==> config.mk <==
export PLATFORM = sky130hd
export DESIGN_NAME = ifd_decoder
export DESIGN_NICKNAME = d
export VERILOG_FILES = /design/src/include/ifd_pkg.sv /design/src/logic/ifd_func_hits.sv /design/src/logic/ifd_decoder.sv
export VERILOG_INCLUDE_DIRS = /design/src /design/src/include
export SDC_FILE = /design/constraint.sdc
export NUM_CORES = 1
export LEC_CHECK = 0
export BUFFER_PORTS_ARGS = -buffer_cell sky130_fd_sc_hd__buf_2
export CORE_ASPECT_RATIO = 1.1
export CORE_MARGIN = 1
export CORE_UTILIZATION = 59
export CTS_CLUSTER_DIAMETER = 50
export DETAILED_ROUTE_END_ITERATION = 8
export PLACE_DENSITY = 0.78
export SLEW_MARGIN = 10
export SYNTH_ARGS = -nofsm -noshare
export SYNTH_HDL_FRONTEND = slang
export SYNTH_HIERARCHICAL = 1
export SYNTH_SLANG_ARGS = --single-unit
==> constraint.sdc <==
create_clock -name core_clk -period 4.53 [get_ports core_clk]
set_clock_uncertainty 0.15 [all_clocks]
set_input_delay 0.906 -clock core_clk [delete_from_list [all_inputs] [get_ports core_clk]]
set_output_delay 0.906 -clock core_clk [all_outputs]
set_load 0.02 [all_outputs]
==> src/include/ifd_params.svh <==
// offsets, reset values and field positions of the input decoder
`ifndef IFD_PARAMS_SVH
`define IFD_PARAMS_SVH
`define IFD_ADDR_W 4
`define IFD_DATA_W 32
`define IFD_TERMS 6
`define IFD_IDX_FAST_A 4
`define IFD_IDX_FAST_B 5
`define IFD_ADDR_FAST_TYPE 4'h0
`define IFD_ADDR_FUNC_BASE 4'h1
`define IFD_ADDR_FUNC_LAST 4'h6
`define IFD_ADDR_CMD_SRC 4'h7
`define IFD_ADDR_CTRL 4'h8
`define IFD_ADDR_GEAR1 4'h9
`define IFD_ADDR_GEAR2 4'hA
`define IFD_ADDR_PULSE_RATE 4'hB
`define IFD_ADDR_ESTOP_TIME 4'hC
`define IFD_ADDR_STATUS 4'hD
`define IFD_ADDR_ENERGY 4'hE
`define IFD_ADDR_POSITION 4'hF
`define IFD_FAST_TYPE_RST 8'h00
`define IFD_FAST_A_BIT 0
`define IFD_FAST_B_BIT 4
`define IFD_FUNC1_RST 8'h01
`define IFD_FUNC2_RST 8'h04
`define IFD_FUNC3_RST 8'h07
`define IFD_FUNC_OTHER_RST 8'h00
`define IFD_CTRL_PID_POL_BIT 0
`define IFD_CTRL_FAULT_CLR_BIT 1
`define IFD_GEAR_RST 16'h0001
`define IFD_RATE_RST 16'h0000
`define IFD_ESTOP_RST 16'h0000
`endif

==> src/include/ifd_pkg.sv <==
// types shared by the input function decoder
package ifd_pkg;
  typedef enum logic [7:0]
  {
    IFD_FN_NONE = 8'h00,
    IFD_FN_CMD_TERM = 8'h25,
    IFD_FN_CMD_COMM = 8'h26,
    IFD_FN_PRE_EXCITE = 8'h27,
    IFD_FN_ENERGY_CLR = 8'h28,
    IFD_FN_ENERGY_HOLD = 8'h29,
    IFD_FN_ESTOP = 8'h38,
    IFD_FN_OVER_TEMP = 8'h39,
    IFD_FN_VF_MODE = 8'h3B,
    IFD_FN_VECTOR_MODE = 8'h3C,
    IFD_FN_PID_INVERT = 8'h3D,
    IFD_FN_POS_CLR = 8'h42,
    IFD_FN_PULSE_UP = 8'h43,
    IFD_FN_PULSE_EN = 8'h44,
    IFD_FN_PULSE_DOWN = 8'h45,
    IFD_FN_GEAR2 = 8'h46,
    IFD_FN_MASTER = 8'h47,
    IFD_FN_SLAVE = 8'h48
  } ifd_func_code_type;
  typedef enum logic [4:0]
  {
    HIT_CMD_TERM = 5'h00, HIT_CMD_COMM = 5'h01, HIT_PRE_EXCITE = 5'h02,
    HIT_ENERGY_CLR = 5'h03, HIT_ENERGY_HOLD = 5'h04, HIT_ESTOP = 5'h05,
    HIT_OVER_TEMP = 5'h06, HIT_VF_MODE = 5'h07, HIT_VECTOR_MODE = 5'h08,
    HIT_PID_INVERT = 5'h09, HIT_POS_CLR = 5'h0A, HIT_PULSE_UP = 5'h0B,
    HIT_PULSE_EN = 5'h0C, HIT_PULSE_DOWN = 5'h0D, HIT_GEAR2 = 5'h0E,
    HIT_MASTER = 5'h0F, HIT_SLAVE = 5'h10
  } ifd_hit_type;
  localparam int IFD_HITS = 17;
  typedef enum logic [1:0]
  {
    SRC_KEYPAD = 2'b00,
    SRC_TERMINAL = 2'b01,
    SRC_COMM = 2'b10
  } ifd_cmd_src_type;
  typedef enum logic
  {
    MODE_VF = 1'b0,
    MODE_VECTOR = 1'b1
  } ifd_ctrl_mode_type;
  typedef enum logic
  {
    ROLE_MASTER = 1'b0,
    ROLE_SLAVE = 1'b1
  } ifd_role_type;
endpackage : ifd_pkg

==> src/logic/ifd_func_hits.sv <==
// maps each active terminal's function code onto one hit bit per function
`timescale 1ns/10ps
`default_nettype none
`include "ifd_params.svh"
module ifd_func_hits
  import ifd_pkg::*;
(
  input wire logic [7:0] termCode [`IFD_TERMS],
  input wire logic [`IFD_TERMS-1:0] termActive,
  output logic [IFD_HITS-1:0] hits
);
  always_comb
  begin
    hits = '0;
    for (int t = 0; t < `IFD_TERMS; t++)
    begin
      if (termActive[t])
      begin
        case (termCode[t])
          IFD_FN_CMD_TERM: hits[HIT_CMD_TERM] = 1'b1;
          IFD_FN_CMD_COMM: hits[HIT_CMD_COMM] = 1'b1;
          IFD_FN_PRE_EXCITE: hits[HIT_PRE_EXCITE] = 1'b1;
          IFD_FN_ENERGY_CLR: hits[HIT_ENERGY_CLR] = 1'b1;
          IFD_FN_ENERGY_HOLD: hits[HIT_ENERGY_HOLD] = 1'b1;
          IFD_FN_ESTOP: hits[HIT_ESTOP] = 1'b1;
          IFD_FN_OVER_TEMP: hits[HIT_OVER_TEMP] = 1'b1;
          IFD_FN_VF_MODE: hits[HIT_VF_MODE] = 1'b1;
          IFD_FN_VECTOR_MODE: hits[HIT_VECTOR_MODE] = 1'b1;
          IFD_FN_PID_INVERT: hits[HIT_PID_INVERT] = 1'b1;
          IFD_FN_POS_CLR: hits[HIT_POS_CLR] = 1'b1;
          IFD_FN_PULSE_UP: hits[HIT_PULSE_UP] = 1'b1;
          IFD_FN_PULSE_EN: hits[HIT_PULSE_EN] = 1'b1;
          IFD_FN_PULSE_DOWN: hits[HIT_PULSE_DOWN] = 1'b1;
          IFD_FN_GEAR2: hits[HIT_GEAR2] = 1'b1;
          IFD_FN_MASTER: hits[HIT_MASTER] = 1'b1;
          IFD_FN_SLAVE: hits[HIT_SLAVE] = 1'b1;
          // no function, reserved and undefined codes ask for nothing
          default: ;
        endcase
      end
    end
  end
endmodule : ifd_func_hits
`default_nettype wire

==> src/logic/ifd_decoder.sv <==
// terminal function decoder with its register file
`timescale 1ns/10ps
`default_nettype none
`include "ifd_params.svh"
// What this block does
// - while code 37 active, run source is terminal; else previous source
// - while code 38 active, run source is communication; else previous
// - code 39 requests pre-excitation for as long as it is active
// - code 40 becoming active clears the energy counter
// - code 41 active freezes the energy counter
// - code 56 active requests emergency stop over the set decel time
// - code 57 active raises over-temperature fault and stops the motor
// - code 59 selects V/F control, only while stopped
// - code 60 selects closed-loop vector control, only while stopped
// - code 61 inverts PID polarity together with the polarity setting
// - code 66 active clears the position count
// - code 67 active adds pulses at the superimposed pulse rate
// - code 69 active subtracts pulses at the superimposed pulse rate
// - pulse add and subtract act only while code 68 is active
// - code 70 active selects the second gear numerator
// - code 71 selects master role, only while stopped
// - code 72 selects slave role, only while stopped
// - type setting ones digit: fast input A pulse (0) or digital (1)
// - type setting tens digit: fast input B pulse (0) or digital (1)
// - each terminal has a function select; 0 none, first defaults 1
module ifd_decoder
  import ifd_pkg::*;
(
  input wire logic core_clk,
  input wire logic rstn,
  input wire logic [`IFD_TERMS-1:0] termPin,
  input wire logic driveStopped,
  input wire logic energyValid,
  input wire logic [15:0] energyDelta,
  input wire logic posStepValid,
  input wire logic posStepDown,
  input wire logic [`IFD_ADDR_W-1:0] regAddr,
  input wire logic [`IFD_DATA_W-1:0] regWrData,
  input wire logic regWrite,
  input wire logic regRead,
  output logic [`IFD_DATA_W-1:0] regRdData,
  output logic [1:0] runSource,
  output logic preExcite,
  output logic emergencyStop,
  output logic [15:0] emergencyDecelTime,
  output logic overTempFault,
  output logic motorStopReq,
  output logic controlMode,
  output logic pidInvert,
  output logic superPulseUp,
  output logic superPulseDown,
  output logic [15:0] gearNumerator,
  output logic slaveRole,
  output logic fastPulseA,
  output logic fastPulseB,
  output logic [31:0] energyCount,
  output logic [31:0] positionCount
);
  logic [`IFD_TERMS-1:0] pinMeta_r;
  logic [`IFD_TERMS-1:0] pinSync_r;
  logic [7:0] fastType_r;
  logic [7:0] funcSel_r [`IFD_TERMS];
  logic [1:0] baseSource_r;
  logic pidPolCfg_r;
  logic [15:0] gear1_r;
  logic [15:0] gear2_r;
  logic [15:0] pulseRate_r;
  logic [15:0] pulseCnt_r;
  logic [`IFD_TERMS-1:0] termActive;
  logic [IFD_HITS-1:0] hits;
  logic [IFD_HITS-1:0] hits_r;
  logic energyClrPrev_r;
  logic faultClear;
  logic pulseDir;
  logic pulseOn;
  logic [3:0] funcIdx;

  // a write to the type setting keeps only the two digit bits
  function automatic logic [7:0] typeFilter(input logic [7:0] v);
    typeFilter = '0;
    typeFilter[`IFD_FAST_A_BIT] = v[`IFD_FAST_A_BIT];
    typeFilter[`IFD_FAST_B_BIT] = v[`IFD_FAST_B_BIT];
  endfunction : typeFilter

  // bus signals go in as arguments so the assign re-evaluates on them
  function automatic logic isWrite(input logic w,
    input logic [`IFD_ADDR_W-1:0] a, input logic [`IFD_ADDR_W-1:0] b);
    isWrite = w && (a == b);
  endfunction : isWrite

  assign funcIdx = regAddr - `IFD_ADDR_FUNC_BASE;
  assign faultClear = isWrite(regWrite, regAddr, `IFD_ADDR_CTRL)
    && regWrData[`IFD_CTRL_FAULT_CLR_BIT];

  // terminal pins are asynchronous to the core clock
  always_ff @(posedge core_clk or negedge rstn)
  begin
    if (!rstn)
    begin
      pinMeta_r <= '0;
      pinSync_r <= '0;
    end
    else
    begin
      pinMeta_r <= termPin;
      pinSync_r <= pinMeta_r;
    end
  end

  // fast inputs decode functions only when set up as digital inputs
  always_comb
  begin
    termActive = pinSync_r;
    termActive[`IFD_IDX_FAST_A] = pinSync_r[`IFD_IDX_FAST_A]
      && fastType_r[`IFD_FAST_A_BIT];
    termActive[`IFD_IDX_FAST_B] = pinSync_r[`IFD_IDX_FAST_B]
      && fastType_r[`IFD_FAST_B_BIT];
  end

  ifd_func_hits funcHits
  (
    .termCode(funcSel_r),
    .termActive(termActive),
    .hits(hits)
  );

  always_ff @(posedge core_clk or negedge rstn)
  begin
    if (!rstn)
    begin
      hits_r <= '0;
      energyClrPrev_r <= 1'b0;
    end
    else
    begin
      hits_r <= hits;
      energyClrPrev_r <= hits_r[HIT_ENERGY_CLR];
    end
  end

  // register writes
  always_ff @(posedge core_clk or negedge rstn)
  begin
    if (!rstn)
    begin
      fastType_r <= `IFD_FAST_TYPE_RST;
      funcSel_r[0] <= `IFD_FUNC1_RST;
      funcSel_r[1] <= `IFD_FUNC2_RST;
      funcSel_r[2] <= `IFD_FUNC3_RST;
      for (int t = 3; t < `IFD_TERMS; t++)
      begin
        funcSel_r[t] <= `IFD_FUNC_OTHER_RST;
      end
      baseSource_r <= SRC_KEYPAD;
      pidPolCfg_r <= 1'b0;
      gear1_r <= `IFD_GEAR_RST;
      gear2_r <= `IFD_GEAR_RST;
      pulseRate_r <= `IFD_RATE_RST;
      emergencyDecelTime <= `IFD_ESTOP_RST;
    end
    else if (regWrite)
    begin
      if (regAddr == `IFD_ADDR_FAST_TYPE)
      begin
        fastType_r <= typeFilter(regWrData[7:0]);
      end
      else if (regAddr >= `IFD_ADDR_FUNC_BASE
        && regAddr <= `IFD_ADDR_FUNC_LAST)
      begin
        funcSel_r[funcIdx[2:0]] <= regWrData[7:0];
      end
      else if (regAddr == `IFD_ADDR_CMD_SRC)
      begin
        baseSource_r <= regWrData[1:0];
      end
      else if (regAddr == `IFD_ADDR_CTRL)
      begin
        pidPolCfg_r <= regWrData[`IFD_CTRL_PID_POL_BIT];
      end
      else if (regAddr == `IFD_ADDR_GEAR1)
      begin
        gear1_r <= regWrData[15:0];
      end
      else if (regAddr == `IFD_ADDR_GEAR2)
      begin
        gear2_r <= regWrData[15:0];
      end
      else if (regAddr == `IFD_ADDR_PULSE_RATE)
      begin
        pulseRate_r <= regWrData[15:0];
      end
      else if (regAddr == `IFD_ADDR_ESTOP_TIME)
      begin
        emergencyDecelTime <= regWrData[15:0];
      end
    end
  end

  // register reads, data one cycle after the strobe
  always_ff @(posedge core_clk or negedge rstn)
  begin
    if (!rstn)
    begin
      regRdData <= '0;
    end
    else if (!regRead)
    begin
      regRdData <= '0;
    end
    else if (regAddr == `IFD_ADDR_FAST_TYPE)
    begin
      regRdData <= {24'h000000, fastType_r};
    end
    else if (regAddr >= `IFD_ADDR_FUNC_BASE
      && regAddr <= `IFD_ADDR_FUNC_LAST)
    begin
      regRdData <= {24'h000000, funcSel_r[funcIdx[2:0]]};
    end
    else if (regAddr == `IFD_ADDR_CMD_SRC)
    begin
      regRdData <= {30'h00000000, baseSource_r};
    end
    else if (regAddr == `IFD_ADDR_CTRL)
    begin
      regRdData <= {31'h00000000, pidPolCfg_r};
    end
    else if (regAddr == `IFD_ADDR_GEAR1)
    begin
      regRdData <= {16'h0000, gear1_r};
    end
    else if (regAddr == `IFD_ADDR_GEAR2)
    begin
      regRdData <= {16'h0000, gear2_r};
    end
    else if (regAddr == `IFD_ADDR_PULSE_RATE)
    begin
      regRdData <= {16'h0000, pulseRate_r};
    end
    else if (regAddr == `IFD_ADDR_ESTOP_TIME)
    begin
      regRdData <= {16'h0000, emergencyDecelTime};
    end
    else if (regAddr == `IFD_ADDR_STATUS)
    begin
      regRdData <= {10'h000, slaveRole, controlMode, overTempFault,
        runSource, hits_r};
    end
    else if (regAddr == `IFD_ADDR_ENERGY)
    begin
      regRdData <= energyCount;
    end
    else
    begin
      regRdData <= positionCount;
    end
  end

  // run source override; terminal wins if both are asserted
  always_ff @(posedge core_clk or negedge rstn)
  begin
    if (!rstn)
    begin
      runSource <= SRC_KEYPAD;
    end
    else if (hits_r[HIT_CMD_TERM])
    begin
      runSource <= SRC_TERMINAL;
    end
    else if (hits_r[HIT_CMD_COMM])
    begin
      runSource <= SRC_COMM;
    end
    else
    begin
      runSource <= baseSource_r;
    end
  end

  // level requests follow their terminal directly
  always_ff @(posedge core_clk or negedge rstn)
  begin
    if (!rstn)
    begin
      preExcite <= 1'b0;
      emergencyStop <= 1'b0;
      pidInvert <= 1'b0;
      gearNumerator <= `IFD_GEAR_RST;
      fastPulseA <= 1'b0;
      fastPulseB <= 1'b0;
    end
    else
    begin
      preExcite <= hits_r[HIT_PRE_EXCITE];
      emergencyStop <= hits_r[HIT_ESTOP];
      pidInvert <= pidPolCfg_r ^ hits_r[HIT_PID_INVERT];
      gearNumerator <= hits_r[HIT_GEAR2] ? gear2_r : gear1_r;
      fastPulseA <= pinSync_r[`IFD_IDX_FAST_A]
        && !fastType_r[`IFD_FAST_A_BIT];
      fastPulseB <= pinSync_r[`IFD_IDX_FAST_B]
        && !fastType_r[`IFD_FAST_B_BIT];
    end
  end

  // fault stays latched after the input drops; set beats clear
  always_ff @(posedge core_clk or negedge rstn)
  begin
    if (!rstn)
    begin
      overTempFault <= 1'b0;
      motorStopReq <= 1'b0;
    end
    else
    begin
      if (hits_r[HIT_OVER_TEMP])
      begin
        overTempFault <= 1'b1;
      end
      else if (faultClear)
      begin
        overTempFault <= 1'b0;
      end
      motorStopReq <= hits_r[HIT_OVER_TEMP] || overTempFault;
    end
  end

  // mode and role change only in the stopped state
  always_ff @(posedge core_clk or negedge rstn)
  begin
    if (!rstn)
    begin
      controlMode <= MODE_VF;
      slaveRole <= ROLE_MASTER;
    end
    else if (driveStopped)
    begin
      if (hits_r[HIT_VF_MODE] && !hits_r[HIT_VECTOR_MODE])
      begin
        controlMode <= MODE_VF;
      end
      else if (hits_r[HIT_VECTOR_MODE] && !hits_r[HIT_VF_MODE])
      begin
        controlMode <= MODE_VECTOR;
      end
      if (hits_r[HIT_MASTER] && !hits_r[HIT_SLAVE])
      begin
        slaveRole <= ROLE_MASTER;
      end
      else if (hits_r[HIT_SLAVE] && !hits_r[HIT_MASTER])
      begin
        slaveRole <= ROLE_SLAVE;
      end
    end
  end

  // energy: clear on the activating edge, then hold or accumulate
  always_ff @(posedge core_clk or negedge rstn)
  begin
    if (!rstn)
    begin
      energyCount <= '0;
    end
    else if (hits_r[HIT_ENERGY_CLR] && !energyClrPrev_r)
    begin
      energyCount <= '0;
    end
    else if (hits_r[HIT_ENERGY_HOLD])
    begin
      energyCount <= energyCount;
    end
    else if (energyValid)
    begin
      energyCount <= energyCount + {16'h0000, energyDelta};
    end
  end

  // add and subtract together cancel out
  assign pulseOn = hits_r[HIT_PULSE_EN]
    && (hits_r[HIT_PULSE_UP] != hits_r[HIT_PULSE_DOWN]);
  assign pulseDir = hits_r[HIT_PULSE_UP];

  // one pulse every pulseRate_r cycles; zero rate gives none
  always_ff @(posedge core_clk or negedge rstn)
  begin
    if (!rstn)
    begin
      pulseCnt_r <= '0;
      superPulseUp <= 1'b0;
      superPulseDown <= 1'b0;
    end
    else if (!pulseOn || pulseRate_r == 16'h0000)
    begin
      pulseCnt_r <= '0;
      superPulseUp <= 1'b0;
      superPulseDown <= 1'b0;
    end
    else if (pulseCnt_r >= pulseRate_r - 16'h0001)
    begin
      pulseCnt_r <= '0;
      superPulseUp <= pulseDir;
      superPulseDown <= !pulseDir;
    end
    else
    begin
      pulseCnt_r <= pulseCnt_r + 16'h0001;
      superPulseUp <= 1'b0;
      superPulseDown <= 1'b0;
    end
  end

  // position count; superimposed pulses count only in cycles without a position step
  always_ff @(posedge core_clk or negedge rstn)
  begin
    if (!rstn)
    begin
      positionCount <= '0;
    end
    else if (hits_r[HIT_POS_CLR])
    begin
      positionCount <= '0;
    end
    else if (posStepValid || superPulseUp || superPulseDown)
    begin
      if (posStepValid && posStepDown)
      begin
        positionCount <= positionCount - 32'h00000001;
      end
      else if (posStepValid)
      begin
        positionCount <= positionCount + 32'h00000001;
      end
      else if (superPulseUp)
      begin
        positionCount <= positionCount + 32'h00000001;
      end
      else
      begin
        positionCount <= positionCount - 32'h00000001;
      end
    end
  end
endmodule : ifd_decoder
`default_nettype wire

Word-level counts from Yosys, hierarchy flattened
Index checks and enable logic that the tools add are counted.
Word-level totals
  register bits after elaboration: 288
  bits of input ports: 66
  output and inout port bits: 141
Operators by class
  $add $sub $neg: 6
  magnitude comparators: 5
  equality and inequality tests: 112
  multiplexer cells: 148
  bitwise operators: 9
  reduce and logical (&&, ||, !) cells: 46
Operators by type and width (number)
  32-bit two-way mux: 19
  8-bit by 6-bit equality test with 1-bit output, second input constant: 60
  8-bit by 7-bit equality test with 1-bit output, second input constant: 42
  1-bit two-way mux: 112
  17-bit two-way mux: 6
  48-bit bitwise mux: 1
  16-bit two-way mux: 3
  32-bit by 1-bit adder with 32-bit output, second input constant: 1
  32-bit by 16-bit adder with 32-bit output: 1
  32-bit by 1-bit subtractor with 32-bit output, second input constant: 1
  4-bit equality test, second input constant: 7
  8-bit binary-select mux with 3-bit select: 1
  8-bit demux with 3-bit select: 1
  8-bit two-way mux: 3
  16-bit by 1-bit adder with 16-bit output, second input constant: 1
  16-bit >= comparator: 1
  16-bit zero test: 1
  16-bit by 1-bit subtractor with 16-bit output, second input constant: 1
  1-bit logical AND: 15
  2-bit nonzero test: 5
  1-bit zero test: 9
  9-bit AND reduction: 1
  2-bit AND reduction: 4
  8-bit AND reduction: 1
  19 further kinds: 29

Depth between registers and ports, before layout
  word-level depth: 13
  mapped depth: 15
  mapped depth without buffers: 14

Hierarchy
The synthesis kept the hierarchy.
By module, submodules not included
  ifd_decoder: times used 1, cells an instance 1450, area an instance 14958.1 um^2
  ifd_func_hits: times used 1, cells an instance 202, area an instance 1296.2 um^2

Worst setup path before layout
OpenSTA, ideal clock, no wires.
  path kind: reg-to-reg
  from: register pulseRate_r[3]
  to: register pulseCnt_r[10]
  arrival: 3.243 ns
  setup slack: 1.018 ns
  cell stages (with the launch flop): 14
  path buffers: 1
  cell sequence: dfrtp_1 > or3_1 > or3b_2 > nand2b_1 > or3_1 > nor3_1 > xnor2_1 > ha_1 > nand4_1 > a211oi_1 > inv_1 > o211ai_1 > buf_4 > nor2_1
On the way
  cells in the longest elaborated chain, start to end: 4
RTL lines
  from (decl): RTL line ifd_decoder.sv:67  | logic [15:0] pulseRate_r;
  from (signal assigned): RTL line ifd_decoder.sv:158  | pulseRate_r <= `IFD_RATE_RST;
  from (signal assigned): RTL line ifd_decoder.sv:190  | pulseRate_r <= regWrData[15:0];
  16-bit by 1-bit subtractor with 16-bit output: RTL line ifd_decoder.sv:396  | else if (pulseCnt_r >= pulseRate_r - 16'h0001)
  16-bit >= comparator: RTL line ifd_decoder.sv:396
  16-bit two-way mux: RTL line ifd_decoder.sv:396
  16-bit two-way mux (*): RTL line ifd_decoder.sv:390  | else if (!pulseOn || pulseRate_r == 16'h0000)
  to (signal assigned): RTL line ifd_decoder.sv:404  | pulseCnt_r <= pulseCnt_r + 16'h0001;
  to (decl): RTL line ifd_decoder.sv:68  | logic [15:0] pulseCnt_r;
Mark *: on every way between the ends. The rest lies on a longest branch, timed or not.
A chain may end at the register's enable or synchronous reset.

Worst setup path after layout
  from: register pulseRate_r[2]
  to: register pulseCnt_r[14]
Same word-level chain as after synthesis.

==> results.md <==
* Synth Area in Adders at 3.36%
* Setup tns final at 0 ns
* Reg2reg setup slack at 0.78 ns
* CP Data Required Time at 4.89 ns
* Ranking of synthesized cells by area: dfrtp_1, mux2_2, nand2_1
* Worst hold path type: flop to flop
* Pin count of the biggest net entering global routing at 124
* Cell mode on critical path: nor2_1
* Worst hold start: pinMeta_r[1]
* Hpwl dp at 35,900 um
* Initial antenna violation count at 0
* Sequential-to-total area share from yosys stat at 44.4%
* Share of post-route cells with drive strength above 1 at 24.6%
* Critical-path cell list: nor3_1 -> or3b_2 -> nand2b_1 -> or3_1 -> xor2_1 -> ha_1 -> a21o_1 -> a21oi_1 -> o22ai_1 -> nor2_1 -> o211ai_1 -> buf_4 -> nor2_1
* Sequential Area at 7220 um2
* Worst-margin pin slew at 1.00 ns
* Largest area contributor in the netlist: dfrtp_1
* # clock sinks at 288
* Routing usage on met2 at 57.0%
* R2r worst-path depth at 13
* Startpoint type of the worst setup path: flop
* Cells after Synth at 1,652
* Post-Synth XOR/XNOR Area at 3.29%
* GRT overflow at 0
* Compound-Gate Fraction of Synth Area at 13.2%
* Total GRT Usage at 34.5%
* Hold path depth at 0
* Fillers at 2,133
* Fin nets at 1,932
* Starting Density at 60.1%
* Reg-to-Reg End: pulseCnt_r[14]
* Worst-Skew Late Latency at 0.58 ns
* Post-synth EDFFs at 0
* FP Rows at 63
* CTS tree: built
* Setup slack after layout at 0.775 ns
* MaxCap Viol Count at 0
* Most common flop cell mapped by yosys: dfrtp_1
* Reg clk slew, reported paths at 0.07 ns
* Power, Total at 0.00989 W
* Postcts setup bufs at 0
* Most common cell after layout, fill and taps aside: dfrtp_1
* Crit path DAT at 4.11 ns
* DR iter-0 viols at 1,750
* Drt total wl at 48,600 um
* WS Path Type: flop to flop
* Peak supply drop at 0.368 mV
* Die Footprint at 28,200 um2
* Vias post-DR at 14,172
* Final Wtd Congestion at 0.978
* Hold_buf cts at 0
* Share of flip-flops with an asynchronous set or reset at 100%
* Critical Path Fanout Max at 15
* Core area at 27,000 um2
* TritonRoute pass-1 iters at 6
* Simple-Gate Fraction of Synth Area at 21.3%
* Antenna Nets Post-Route at 0
* Largest family of logic cells by synthesized area: simple AND/OR/NAND/NOR gates
* Total CTS buffers at 31
* Root Buffer: clkbuf_16
* Clock Path Buffers at 3
* Fin crit period at 3.75 ns
* Yosys warns at 6
* Met1 Use GR at 45.1%
* WL/cell at 22.1 um
* Die Height at 176 um
* GR Util met3 at 4.30%
* Crit path capture type: flop
* Synthesis-stage register bit count at 288
* Synth-to-Final Area Change at 14.4%
* Remaining DRCs at 0
* Post-CTS sizing at 0
* Chip Width at 160 um
* R2r startpoint: pulseRate_r[2]
* Final hold vios at 0
* RSZ-0062 raised after global routing: false
* Pwr/cell area at 532 nW/um2
* Critical-path top delay cell: or3b_2
* IO Port Bufs at 190
* Netlist cell types at 85
* Final setup vio count at 0
* Avg Synthesized Cell Area at 9.84 um2
* Max transition margin at 33.1%
* First-pass GRT wire length at 75,700 um
* Final Max Tran Viols at 0
* Leak at 8.42 nW
* Max stage delay on crit path at 0.56 ns
* Syn Std Cell Area at 16,300 um2
* Most frequent cells in the layout: dfrtp_1, buf_2, nand2_1
* Syn_nets at 1,761
* Area of the multi-input gates at 8570 um2
* Setup WS pre-CTS at 0.868 ns
* Max Clk Rate at 0.266 GHz
* Post-route clock period utilization at 82.9%
* Top-area cell type share of the netlist area at 43.1%
* GRT busiest layer: met2
* Hold worst-path end: pinSync_r[1]
* Number of I/O pins at 207
* Vias in the first global route at 13,623
* Post-synthesis mux area share at 11.6%
* H-tree depth at 1
* DR vias/cell at 6.43
* Status: finished, final reports clean
-- routing by layer --
layer / up-vias / share of wire [%] / wire [um]
met3: 146 / 6.9 / 3350
met1: 6967 / 41 / 19700
met5: - / 0 / 0
met2: 665 / 48 / 23200
met4: 0 / 4.9 / 2360
li1: 6394 / - / -
-- state kept, by name, summed over array words and instances (netlist names), 17 cells and up --
signal	count
positionCount	32
funcSel_r	48
energyCount	32
regRdData	32
hits_r	17
-- cell type report --
cell class | count | area share, %
well taps | 357 | 2.40
clock buffers | 39 | 4.49
multi-input cells | 1248 | 46.1
clock inverters | 18 | 0.908
flip-flops and latches | 288 | 38.8
diodes | 1 | 0.0135
repair buffers | 225 | 6.71
inverters | 29 | 0.585
-- where the power goes --
| group | switching [W] | internal [W] | leakage (nW) | total, W |
|---|---|---|---|---|
| Clock | 0.00108 | 0.00143 | 0.506 | 0.00251 |
| Sequential | 0.000918 | 0.00317 | 3.68 | 0.00409 |
| Combinational | 0.00195 | 0.00134 | 4.23 | 0.00329 |
| Total | 0.00395 | 0.00594 | 8.42 | 0.00989 |
-- logic make-up (layout without fill, tap and decap cells) --
group | Yosys count | count (layout)
buffers and inverters | 116 | 311
muxes | 165 | 165
adders and majority gates | 43 | 43
and+or+nand+nor | 661 | 661
xor gates and xnor gates | 61 | 61
AOI/OAI and AO/OA | 318 | 318
DFF | 288 | 288
other | 0 | 1
-- worst max-delay path, delay by kind of cell, from the launching register on --
family          cells  cell delay, ns
compound gates      4            0.57
fa+ha+maj           1            0.31
simple gates        6            1.82
xor+xnor            1            0.17
flops               1            0.45
buf+inv             1            0.22
-- stage by stage --
step	area [um2]	hold slack (ns)	utilization (%)	instances
2_1_floorplan	16300	0.181	-	1652
3_3_place_gp	17600	0.182	65.1	2147
3_5_place_dp	17600	0.190	65.1	2147
4_1_cts	18600	0.204	68.8	2204
5_1_grt	18600	0.208	68.8	2204
6_report	18600	0.204	68.8	2205
-- synth_stat cells (13+ instances only) --
library cell / instances
a211oi_1: 27
a21oi_1: 79
a22oi_1: 30
and3_1: 25
buf_2: 13
clkbuf_1: 63
dfrtp_1: 280
ha_1: 42
inv_1: 29
mux2_2: 131
mux2i_1: 28
nand2_1: 179
nand2b_1: 31
nand3_1: 58
nand4_1: 22
nor2_1: 161
nor3_1: 44
nor4_1: 16
o21ai_0: 56
or3_1: 18
xnor2_1: 35
xor2_1: 26
-- how the worst max path moves through the flow --
stage	slack, ns	endpoint	start	cells past startpoint
final	0.78	pulseCnt_r[14]	pulseRate_r[2]	13
after global routing	0.53	pulseCnt_r[8]	pulseRate_r[2]	13
after CTS	0.84	pulseCnt_r[14]	pulseRate_r[2]	13
after detailed placement	0.87	pulseCnt_r[11]	pulseRate_r[2]	13
after global placement	0.96	funcSel_r[41]	regAddr[0]	7
after floorplan	1.02	pulseCnt_r[10]	pulseRate_r[3]	13
Note: power is estimated with default switching activity, not from simulation.
